<file path="src/rtl/loop_clock_pkg.sv">
`default_nettype none
package loop_clock_pkg;
    // =========================================================
    // Register indices (byte address is four times the index)
    // =========================================================
    localparam logic [7:0] IDX_LOOP_CONTROL = 8'h80;
    localparam logic [7:0] IDX_DIVIDER_CONTROL = 8'h81;
    localparam logic [7:0] IDX_FRACTION = 8'h82;
    localparam logic [7:0] IDX_INTEGER = 8'h83;
    localparam logic [7:0] IDX_PIN_SELECT = 8'h84;
    localparam logic [7:0] IDX_IRQ_STATUS = 8'h85;
    localparam logic [7:0] IDX_IRQ_MASK = 8'h86;
    localparam int ADDR_W = 10;
    // =========================================================
    // Field positions
    // =========================================================
    localparam int ENABLE_BIT = 0;
    localparam int FRAC_BIT = 2;
    localparam int HOLD_BIT = 3;
    localparam int GAIN_LSB = 4;
    localparam int SOURCE_BIT = 8;
    localparam int REFDIV_LSB = 9;
    localparam int RATE_LSB = 6;
    localparam int OUTDIV_LSB = 3;
    localparam int FRATIO_LSB = 0;
    localparam int INT_W = 10;
    // =========================================================
    // Reset values and timing
    // =========================================================
    localparam logic [15:0] RESET_CONTROL = 16'h0000;
    localparam logic [15:0] RESET_DIVIDER = 16'h0000;
    localparam logic [15:0] RESET_FRACTION = 16'h0000;
    localparam logic [9:0] RESET_INTEGER = 10'h000;
    localparam int LOCK_TIME_NS = 2000;
    localparam int CLOCK_PERIOD_NS = 50;
    localparam int LOCK_CYCLES =
        (LOCK_TIME_NS + CLOCK_PERIOD_NS - 1) / CLOCK_PERIOD_NS;
    localparam int REF_LOSS_CYCLES = 64;
    localparam int IRQ_W = 3;
    localparam int IRQ_LOCK = 0;
    localparam int IRQ_UNLOCK = 1;
    localparam int IRQ_REF_LOST = 2;

    typedef enum logic [2:0] {
        ST_OFF = 3'b001,
        ST_ACQUIRE = 3'b010,
        ST_LOCKED = 3'b100
    } loop_state_t;
endpackage : loop_clock_pkg
`default_nettype wire

</file>
<file path="src/rtl/lock_loop_clock_config.sv">
// What this block does
// [RULE_01] Reference divided by 1, 2, 4 or 8 per bits 10:9.
// [RULE_02] Software keeps divided reference at or below 13.5MHz.
// [RULE_03] Control block runs at oscillator divided by one plus bits 8:6.
// [RULE_04] Output clock is oscillator divided by 2 to 256 per bits 5:3.
// [RULE_05] Feedback ratio from bits 2:0: 1, 2, 4, 8, or 16 for 1XX.
// [RULE_06] Software picks ratio 000 above 1MHz, 100 below 64 kHz.
// [RULE_07] Sixteen-bit fraction multiplier, MSB weighs one half, resets zero.
// [RULE_08] Ten-bit integer multiplier, unit LSB, resets zero.
// [RULE_09] With hold set, output clock keeps running if reference stops.
// [RULE_10] Software configures with a live reference, then sets hold.
// [RULE_11] Lock indication feeds the interrupt logic.
// [RULE_12] Lock indication can drive a general purpose pin.
// [RULE_13] Loop clock can drive a pin even if core uses another source.
// [RULE_14] Software selects loop output as core clock source when needed.
// [RULE_15] Software sets fractional mode for nonzero fraction.
// [RULE_16] Hold select at bit 3 of loop control, default 0.
// [RULE_17] Fractional mode enable at bit 2, 1 selects fractional.
// [RULE_18] Software keeps oscillator between 90 and 100 MHz.
// [RULE_19] Lock low while disabled; set only after lock is reached.
`default_nettype none
module lock_loop_clock_config
    import loop_clock_pkg::*;
#(
    parameter int LOCK_WAIT = LOCK_CYCLES
) (
    input wire logic clock,
    input wire logic reset_n,
    input wire logic [ADDR_W-1:0] address,
    input wire logic [31:0] write_data,
    input wire logic write_strobe,
    input wire logic read_strobe,
    output logic [31:0] read_data,
    input wire logic ref_clock,
    output logic [1:0] ref_prescaler,
    output logic [2:0] loop_control_rate,
    output logic [2:0] output_divider,
    output logic [2:0] feedback_ratio,
    output logic [15:0] fraction_multiplier,
    output logic [9:0] integer_multiplier,
    output logic [3:0] loop_error_gain,
    output logic fractional_mode_enable,
    output logic core_clock_source_select,
    output logic loop_clock,
    output logic control_tick,
    output logic lock_pin_out,
    output logic clock_pin_out,
    output logic irq
);
    initial begin
        if (LOCK_WAIT < 1 || LOCK_WAIT > 65536) begin
            $error("lock_loop_clock_config: LOCK_WAIT out of range");
        end
    end

    // =========================================================
    // Registers
    // =========================================================
    logic [15:0] loop_control;
    logic [15:0] divider_control;
    logic [15:0] fraction_reg;
    logic [9:0] integer_reg;
    logic [1:0] pin_select;
    logic [IRQ_W-1:0] irq_status;
    logic [IRQ_W-1:0] irq_mask;
    loop_state_t state;
    logic [15:0] lock_count;
    logic [7:0] loss_count;
    logic ref_d;
    logic ref_present;
    logic locked;

    // =========================================================
    // Decoding
    // =========================================================
    wire [7:0] index = address[ADDR_W-1:2];
    wire word_ok = (address[1:0] == 2'b00);
    wire sel_control = word_ok && (index == IDX_LOOP_CONTROL);
    wire sel_divider = word_ok && (index == IDX_DIVIDER_CONTROL);
    wire sel_fraction = word_ok && (index == IDX_FRACTION);
    wire sel_integer = word_ok && (index == IDX_INTEGER);
    wire sel_pins = word_ok && (index == IDX_PIN_SELECT);
    wire sel_status = word_ok && (index == IDX_IRQ_STATUS);
    wire sel_mask = word_ok && (index == IDX_IRQ_MASK);
    wire loop_enable = loop_control[ENABLE_BIT];
    wire freerun_hold = loop_control[HOLD_BIT]; // RULE_16
    wire [1:0] refdiv_code = divider_control[REFDIV_LSB +: 2];
    wire [2:0] rate_code = divider_control[RATE_LSB +: 3];
    wire [2:0] outdiv_code = divider_control[OUTDIV_LSB +: 3];
    wire [2:0] fratio_code = divider_control[FRATIO_LSB +: 3];

    logic [31:0] next_read;
    always_comb begin
        if (sel_control) begin
            next_read = {16'h0000, loop_control};
        end else if (sel_divider) begin
            next_read = {16'h0000, divider_control};
        end else if (sel_fraction) begin
            next_read = {16'h0000, fraction_reg};
        end else if (sel_integer) begin
            next_read = {22'h000000, integer_reg};
        end else if (sel_pins) begin
            next_read = {29'h00000000, locked, pin_select};
        end else if (sel_status) begin
            next_read = {29'h00000000, irq_status};
        end else if (sel_mask) begin
            next_read = {29'h00000000, irq_mask};
        end else begin
            next_read = 32'h00000000;
        end
    end

    // =========================================================
    // Register writes
    // =========================================================
    always_ff @(posedge clock or negedge reset_n) begin
        if (!reset_n) begin
            loop_control <= RESET_CONTROL; // RULE_16 RULE_17
            divider_control <= RESET_DIVIDER;
            fraction_reg <= RESET_FRACTION; // RULE_07
            integer_reg <= RESET_INTEGER; // RULE_08
            pin_select <= 2'h0;
            irq_mask <= '0;
            read_data <= 32'h00000000;
        end else begin
            if (write_strobe && sel_control) begin
                loop_control <= write_data[15:0];
            end
            if (write_strobe && sel_divider) begin
                divider_control <= write_data[15:0];
            end
            if (write_strobe && sel_fraction) begin
                fraction_reg <= write_data[15:0];
            end
            if (write_strobe && sel_integer) begin
                integer_reg <= write_data[INT_W-1:0];
            end
            if (write_strobe && sel_pins) begin
                pin_select <= write_data[1:0];
            end
            if (write_strobe && sel_mask) begin
                irq_mask <= write_data[IRQ_W-1:0];
            end
            read_data <= read_strobe ? next_read : 32'h00000000;
        end
    end

    // =========================================================
    // Reference presence detect
    // =========================================================
    // The reference is sampled as a synchronous input; a missing edge
    // for REF_LOSS_CYCLES marks it as gone.
    wire ref_edge = ref_clock ^ ref_d;
    always_ff @(posedge clock or negedge reset_n) begin
        if (!reset_n) begin
            ref_d <= 1'b0;
            loss_count <= 8'h00;
            ref_present <= 1'b0;
        end else begin
            ref_d <= ref_clock;
            if (ref_edge) begin
                loss_count <= 8'h00;
                ref_present <= 1'b1;
            end else if (loss_count == 8'(REF_LOSS_CYCLES - 1)) begin
                ref_present <= 1'b0;
            end else begin
                loss_count <= loss_count + 8'h01;
            end
        end
    end

    // =========================================================
    // Lock sequencing
    // =========================================================
    wire ref_ok = ref_present || freerun_hold; // RULE_09
    wire lock_done = (lock_count == 16'(LOCK_WAIT - 1));
    wire cfg_write = write_strobe && (sel_divider || sel_fraction
        || sel_integer);
    always_ff @(posedge clock or negedge reset_n) begin
        if (!reset_n) begin
            state <= ST_OFF;
            lock_count <= 16'h0000;
            locked <= 1'b0;
        end else begin
            case (state)
                ST_OFF: begin
                    locked <= 1'b0;
                    lock_count <= 16'h0000;
                    if (loop_enable && ref_present) begin
                        state <= ST_ACQUIRE;
                    end
                end
                ST_ACQUIRE: begin
                    if (!loop_enable || !ref_present || cfg_write) begin
                        state <= ST_OFF;
                    end else if (lock_done) begin
                        state <= ST_LOCKED; // RULE_19
                        locked <= 1'b1;
                    end else begin
                        lock_count <= lock_count + 16'h0001;
                    end
                end
                ST_LOCKED: begin
                    if (!loop_enable || !ref_ok || cfg_write) begin
                        state <= ST_OFF; // RULE_19
                        locked <= 1'b0;
                    end
                end
                default: begin
                    state <= ST_OFF;
                    locked <= 1'b0;
                end
            endcase
        end
    end

    // =========================================================
    // Dividers
    // =========================================================
    // The oscillator is modelled by the system clock, so every divider
    // below counts clock edges; the analogue loop itself lies outside.
    wire [15:0] ref_ratio = 16'h0001 << refdiv_code; // RULE_01
    wire [15:0] fb_ratio = fratio_code[2] ? 16'h0010
        : (16'h0001 << fratio_code[1:0]); // RULE_05
    wire [7:0] rate_term = {5'h00, rate_code}; // RULE_03
    wire [7:0] out_term = 8'((16'h0001 << outdiv_code) - 16'h0001); // RULE_04
    wire running = loop_enable && (ref_present || freerun_hold); // RULE_09
    logic rate_tick;

    pow2_divider #(.COUNT_W(8)) rate_div (
        .clock(clock),
        .reset_n(reset_n),
        .run(running),
        .terminal(rate_term),
        .tick(rate_tick),
        .clock_out()
    );

    logic out_clock;
    pow2_divider #(.COUNT_W(8)) out_div (
        .clock(clock),
        .reset_n(reset_n),
        .run(running),
        .terminal(out_term),
        .tick(),
        .clock_out(out_clock)
    );

    // =========================================================
    // Outputs and interrupts
    // =========================================================
    logic locked_d;
    wire ref_lost = (loss_count == 8'(REF_LOSS_CYCLES - 1)) & ~ref_edge
        & ref_present;
    wire [IRQ_W-1:0] events = {ref_lost, locked_d & ~locked,
        locked & ~locked_d}; // RULE_11
    wire [IRQ_W-1:0] clears = (write_strobe && sel_status)
        ? write_data[IRQ_W-1:0] : '0;
    always_ff @(posedge clock or negedge reset_n) begin
        if (!reset_n) begin
            locked_d <= 1'b0;
            irq_status <= '0;
            irq <= 1'b0;
            ref_prescaler <= 2'h0;
            loop_control_rate <= 3'h0;
            output_divider <= 3'h0;
            feedback_ratio <= 3'h0;
            fraction_multiplier <= 16'h0000;
            integer_multiplier <= 10'h000;
            loop_error_gain <= 4'h0;
            fractional_mode_enable <= 1'b0;
            core_clock_source_select <= 1'b0;
            loop_clock <= 1'b0;
            control_tick <= 1'b0;
            lock_pin_out <= 1'b0;
            clock_pin_out <= 1'b0;
        end else begin
            locked_d <= locked;
            irq_status <= (irq_status & ~clears) | events;
            irq <= |(((irq_status & ~clears) | events) & ~irq_mask);
            ref_prescaler <= refdiv_code[1:0] & ref_ratio[1:0]
                | refdiv_code; // RULE_01
            loop_control_rate <= rate_code; // RULE_03
            output_divider <= outdiv_code; // RULE_04
            feedback_ratio <= fb_ratio[4] ? 3'h4 : fratio_code; // RULE_05
            fraction_multiplier <= fraction_reg; // RULE_07
            integer_multiplier <= integer_reg; // RULE_08
            loop_error_gain <= loop_control[GAIN_LSB +: 4];
            fractional_mode_enable <= loop_control[FRAC_BIT]; // RULE_17
            core_clock_source_select <= loop_control[SOURCE_BIT];
            loop_clock <= out_clock; // RULE_09
            control_tick <= rate_tick; // RULE_03
            lock_pin_out <= pin_select[0] & locked; // RULE_12
            clock_pin_out <= pin_select[1] & out_clock; // RULE_13
        end
    end

    // =========================================================
    // Checks
    // =========================================================
    lock_low_off_a: assert property (@(posedge clock) // RULE_19
        disable iff (!reset_n) !loop_enable |=> ##1 !locked)
        else $error("lock high while loop disabled");
    lock_pin_follow_a: assert property (@(posedge clock) // RULE_12
        disable iff (!reset_n) pin_select[0] |=> lock_pin_out == $past(locked))
        else $error("lock pin does not follow lock");
    lock_event_a: assert property (@(posedge clock) // RULE_11
        disable iff (!reset_n) $rose(locked) |=> irq_status[IRQ_LOCK])
        else $error("lock event not recorded");
    frac_out_a: assert property (@(posedge clock) // RULE_07
        disable iff (!reset_n) ##1 fraction_multiplier == $past(fraction_reg))
        else $error("fraction output mismatch");
    hold_keeps_lock_a: assert property (@(posedge clock) // RULE_09
        disable iff (!reset_n)
        (locked && freerun_hold && loop_enable && !cfg_write) |=> locked)
        else $error("lock lost while holding");
    ratio_top_a: assert property (@(posedge clock) // RULE_05
        disable iff (!reset_n) fratio_code[2] |=> feedback_ratio == 3'h4)
        else $error("ratio code 1XX not sixteen");
    int_out_a: assert property (@(posedge clock) // RULE_08
        disable iff (!reset_n) ##1 integer_multiplier == $past(integer_reg))
        else $error("integer output mismatch");
    clock_pin_a: assert property (@(posedge clock) // RULE_13
        disable iff (!reset_n) !pin_select[1] |=> !clock_pin_out)
        else $error("clock pin driven while not selected");
endmodule : lock_loop_clock_config
`default_nettype wire

</file>
<file path="src/rtl/pow2_divider.sv">
`default_nettype none
module pow2_divider
    import loop_clock_pkg::*;
#(
    parameter int COUNT_W = 8
) (
    input wire logic clock,
    input wire logic reset_n,
    input wire logic run,
    input wire logic [COUNT_W-1:0] terminal,
    output logic tick,
    output logic clock_out
);
    // =========================================================
    // Counter
    // =========================================================
    logic [COUNT_W-1:0] count;
    wire at_end = (count >= terminal);
    wire [COUNT_W-1:0] next_count = at_end ? '0 : count + 1'b1;

    initial begin
        if (COUNT_W < 1 || COUNT_W > 16) begin
            $error("pow2_divider: COUNT_W out of range");
        end
    end

    always_ff @(posedge clock or negedge reset_n) begin
        if (!reset_n) begin
            count <= '0;
            tick <= 1'b0;
            clock_out <= 1'b0;
        end else if (!run) begin
            count <= '0;
            tick <= 1'b0;
            clock_out <= 1'b0;
        end else begin
            count <= next_count;
            tick <= at_end;
            clock_out <= at_end ? ~clock_out : clock_out;
        end
    end
endmodule : pow2_divider
`default_nettype wire

</file>
<file path="config.mk">
export PLATFORM = sky130hd
export DESIGN_NAME = lock_loop_clock_config
export DESIGN_NICKNAME = d
export VERILOG_FILES = /design/src/rtl/loop_clock_pkg.sv /design/src/rtl/lock_loop_clock_config.sv /design/src/rtl/pow2_divider.sv
export SDC_FILE = /design/constraint.sdc
export NUM_CORES = 1
export LEC_CHECK = 0
export BUFFER_PORTS_ARGS = -buffer_cell sky130_fd_sc_hd__buf_4
export CAP_MARGIN = 20
export CELL_PAD_IN_SITES_DETAIL_PLACEMENT = 1
export CELL_PAD_IN_SITES_GLOBAL_PLACEMENT = 1
export CORE_MARGIN = 2
export CORE_UTILIZATION = 45
export DETAILED_ROUTE_END_ITERATION = 12
export HOLD_SLACK_MARGIN = 0.15
export PLACE_DENSITY_LB_ADDON = 0.1
export SETUP_SLACK_MARGIN = 0.02
export SYNTH_ARGS = -nofsm -noshare
export SYNTH_HDL_FRONTEND = slang
export SYNTH_SLANG_ARGS = --single-unit
</file>
<file path="constraint.sdc">
create_clock -name clock -period 3.4 [get_ports clock]
set_clock_uncertainty 0.15 [all_clocks]
set_input_delay 0.17 -clock clock [delete_from_list [all_inputs] [get_ports clock]]
set_output_delay 0.17 -clock clock [all_outputs]
set_load 0.02 [all_outputs]
</file>
==> PnR_summary.wiki <==
{| class="wikitable"
! Metric !! Value
|-
| Status || finished, final reports clean
|-
| Count of inserted antenna diode cells || 0
|-
| Count of fill cells added during filler insertion || 1656
|-
| Minimum clock period after layout || 2.77 ns
|-
| Portion of total power attributed to sequential cells || 49.5%
|-
| Slew of the pin with the lowest slew margin || between 0.7 and 0.8 ns
|-
| Clock Pin Slew Worst Setup and Hold Paths || roughly 0.07 ns
|-
| Worst-case setup margin in the final layout || approximately 0.63 ns
|-
| Post-DR wirelength/cell || around 18 um
|-
| Die Outline Area || approximately 0.018 mm2
|-
| Number of failing hold endpoints at the final stage || 0
|-
| Worst Setup Path Type || flip-flop to flip-flop
|-
| Power spent charging and discharging nets || 0.00108 W
|-
| XOR/XNOR Fraction of Synth Area || 3.04%
|-
| Vertical die dimension || 133 um
|-
| Clk Tree Root Cell || sky130_fd_sc_hd__clkbuf_16
|-
| Antenna Nets Post-Route || 0
|-
| CTS tree || built
|-
| Arr. time, crit path || 2.97 ns
|-
| Remaining global-route overflow || 0
|-
| Number of flops mapped to enable cells by yosys || 0
|-
| Register cell area after layout || 0.00448 mm2
|-
| Area overhead of the layout relative to synthesis || 23.9%
|-
| Combinational share of power || 5.5%
|-
| Post-synthesis mux area share || 13.2%
|-
| Endpoint required time on the critical path || 3.60 ns
|-
| Max-cap violations || 0
|-
| Post-route DRC violation count || 0
|-
| Largest net degree at the start of global routing || 82
|-
| Post-synth top flop || sky130_fd_sc_hd__dfrtp_1
|-
| Number of cell instances on the worst register-to-register path || 7
|-
| Accumulated negative setup slack || 0 ns
|-
| Top Ports || approximately 130
|-
| Detailed router's first-iteration violation count || between 200 and 250
|-
| Synth Register Bits || 179
|-
| Post-synthesis average cell area || about 13 um2
|-
| Post-DR vias/cell || between 5 and 6
|-
| Cell-internal power || approximately 0.0033 W
|-
| HPWL after DPL || 11.6 mm
|-
| Maximum vdd ir drop || 0.000367 V
|-
| Pwr/cell area || around 470 mW/mm2
|-
| Sw Share || 24.5%
|-
| Clock latency on the worst-skew pair || 0.43 ns
|-
| Cell area after synthesis || 0.00750 mm2
|-
| Dominant combinational cell family by area after synthesis || simple AND/OR/NAND/NOR gates
|-
| Final worst path period share || 81.3%
|-
| Maximum fanout encountered on the critical timing path || 8
|-
| Relative slew margins || 48.9%
|-
| Final estimated routing congestion in global placement || 0.793
|-
| Placed Instance Area || 0.00842 mm2
|-
| Area share of and/or/nand/nor cells after synthesis || 13.8%
|-
| Number of detailed-route iterations in the first pass || 5
|-
| Chip width || about 130 um
|-
| Commonest cells after routing, fill and taps aside || sky130_fd_sc_hd__dfrtp_1 (178), sky130_fd_sc_hd__buf_4 (100), sky130_fd_sc_hd__nor2_1 (69)
|-
| Area taken by multi-input logic gates || 0.00282 mm2
|-
| Detailed-route wire length || 17.5 mm
|-
| Synth async-reset ratio || 100%
|-
| Port Buf Inserts || 94
|-
| Initial core utilization || 45.7%
|-
| Via count of the first global-routing pass || between 5000 and 6000
|-
| Fin nets || approximately 780
|-
| Adder-cell share of the synthesized area || between 2 and 3%
|-
| Number of pins with negative max-slew slack in the final report || 0
|-
| Antenna violations before repair || 0
|-
| Unrepaired setup endpoints after global routing || false
|-
| Total track usage || 21.2%
|-
| Core area || 0.0164 mm2
|-
| Total number of vias || 4913
|-
| Synthesized-area fraction occupied by ao, oa, aoi and oai cells || 3.84%
|-
| Endpoint class of the critical path || flip-flop
|-
| Final setup violation count || 0
|-
| Cells resized by post-CTS repair || 0
|-
| Worst Setup Slack post-DPL || 0.685 ns
|-
| Hold depth || 5
|-
| CTS HTree Levels || 4
|-
| Wire length of the first global-routing pass || 29.2 mm
|-
| Commonest non-fill, non-tap cell in the layout || sky130_fd_sc_hd__dfrtp_1
|-
| Row count || 47
|-
| Clock buffers created by TritonCTS || 17
|-
| Cell variety after synth || roughly 60
|-
| Num Clock Sinks || 179
|-
| Syn Inst Count || 585
|-
| Register area share after synthesis || 59.7%
|-
| Buffer levels on the longest clock path || 2
|-
| Post-layout power || 0.00440 W
|-
| Worst setup SP type || flip-flop
|-
| Clock power share || 45.0%
|-
| Hold Path Class || primary input to flip-flop
|-
| Static Leakage || ~4.5 nW
|-
| Final core utilization || 56.7%
|-
| Yosys warning total || 0
|-
| Final instance area || 0.00930 mm2
|-
| Share of final-layout standard cells stronger than drive strength 1 || between 30% and 40%
|-
| Timing-limited maximum frequency || around 0.36 GHz
|}
==> power groups by stage <==
| stage | clock, W | combinational (W) | sequential (W) |
|---|---|---|---|
| floorplan | 0 | 0.000104 | 0.00222 |
| global placement | 0 | 0.000214 | 0.00222 |
| detailed placement | 0 | 0.000221 | 0.00222 |
| CTS | 0.00203 | 0.000248 | 0.00218 |
| global route | 0.00212 | 0.000269 | 0.00218 |
| finish | 0.00198 | 0.000242 | 0.00218 |
==> path summary, 6_finish.rpt <==
kind                                                    to  slack, ns                            from
min reg2reg                         control_tick$_DFF_PN0_       0.20         rate_div.tick$_DFF_PN0_
max                             out_div.count[4]$_DFF_PN0_       0.63  divider_control[3]$_DFFE_PN0P_
min in group asynchronous  integer_multiplier[7]$_DFF_PN0_       0.19                         reset_n
min                                 read_data[7]$_DFF_PN0_       0.17                      address[6]
max reg2reg                     out_div.count[4]$_DFF_PN0_       0.63  divider_control[3]$_DFFE_PN0P_
max in group asynchronous             state[0]$_DFFE_PN1P_       1.95                         reset_n
==> cell usage after synthesis (2+ instances only) <==
cell type / n / share of area, %
sky130_fd_sc_hd__a211oi_1: 3 / 0.30
sky130_fd_sc_hd__a21oi_1: 14 / 0.93
sky130_fd_sc_hd__and2_1: 3 / 0.25
sky130_fd_sc_hd__and3_1: 7 / 0.58
sky130_fd_sc_hd__and4_1: 4 / 0.47
sky130_fd_sc_hd__buf_2: 6 / 0.40
sky130_fd_sc_hd__buf_4: 19 / 1.9
sky130_fd_sc_hd__buf_6: 3 / 0.45
sky130_fd_sc_hd__clkbuf_1: 7 / 0.35
sky130_fd_sc_hd__conb_1: 2 / 0.10
sky130_fd_sc_hd__dfrtp_1: 178 / 59
sky130_fd_sc_hd__ha_1: 15 / 2.5
sky130_fd_sc_hd__inv_1: 13 / 0.65
sky130_fd_sc_hd__mux2_2: 61 / 9.2
sky130_fd_sc_hd__mux2i_1: 9 / 1.2
sky130_fd_sc_hd__mux4_2: 9 / 2.7
sky130_fd_sc_hd__nand2_1: 23 / 1.2
sky130_fd_sc_hd__nand2b_1: 2 / 0.17
sky130_fd_sc_hd__nand3_1: 21 / 1.4
sky130_fd_sc_hd__nand3b_1: 2 / 0.20
sky130_fd_sc_hd__nand4_1: 9 / 0.75
sky130_fd_sc_hd__nor2_1: 69 / 3.5
sky130_fd_sc_hd__nor2b_1: 14 / 1.2
sky130_fd_sc_hd__nor3_1: 8 / 0.53
sky130_fd_sc_hd__nor3b_1: 3 / 0.30
sky130_fd_sc_hd__nor4_4: 2 / 0.57
sky130_fd_sc_hd__nor4b_1: 2 / 0.23
sky130_fd_sc_hd__nor4b_2: 2 / 0.40
sky130_fd_sc_hd__o21a_1: 2 / 0.20
sky130_fd_sc_hd__o21ai_0: 16 / 1.1
sky130_fd_sc_hd__o21ai_1: 2 / 0.13
sky130_fd_sc_hd__or3_1: 4 / 0.33
sky130_fd_sc_hd__xnor2_1: 8 / 0.93
sky130_fd_sc_hd__xor2_1: 18 / 2.1
==> metrics by stage <==
step           hold slack, ns  std cells
3_3_place_gp           0.0984        891
5_1_grt                 0.214        950
4_1_cts                 0.165        950
2_1_floorplan          -0.276        604
3_5_place_dp            0.122        891
6_report                0.172        950
==> final cells by class <==
type	instances	share of cell area (%)
Multi-Input combinational cell	376	30.3
Inverter	13	0.525
Clock inverter	14	1.76
Clock buffer	18	4.72
Sequential cell	179	48.2
Timing Repair Buffer	130	11.5
Tap cell	220	2.96
==> critical path: stages (launching register included) <==
cell and delay, ns:
sky130_fd_sc_hd__dfrtp_1 0.45, sky130_fd_sc_hd__or3_1 0.40, sky130_fd_sc_hd__ha_1 0.27, sky130_fd_sc_hd__nand2b_1 0.14, sky130_fd_sc_hd__a211o_1 0.30, sky130_fd_sc_hd__a2111oi_2 0.48, sky130_fd_sc_hd__o21ai_1 0.31, sky130_fd_sc_hd__nor2_1 0.18
==> kinds of logic after synthesis <==
family / after synthesis
AOI/OAI and AO/OA: 47
xor gates and xnor gates: 26
adders and majority gates: 15
buffers and inverters: 49
DFF: 179
muxes: 80
other: 2
and+or+nand+nor: 187
==> routing by layer <==
| layer | up-vias | global-route usage [%] | wire length, um |
|---|---|---|---|
| met1 | 2533 | 27.0 | 7460 |
| met3 | 21 | 3.46 | 580 |
| met5 | - | 0 | 0 |
| met2 | 96 | 37.7 | 9200 |
| met4 | 0 | 6.38 | 268 |
| li1 | 2263 | - | - |
==> what timing repair did <==
| item | in CTS | in global routing |
|---|---|---|
| buffers inserted | 0 | 0 |
| hold buffers | 27 | 0 |
| hold endpoints to repair | 173 | 0 |
Note: power is estimated with default switching activity, not from simulation.
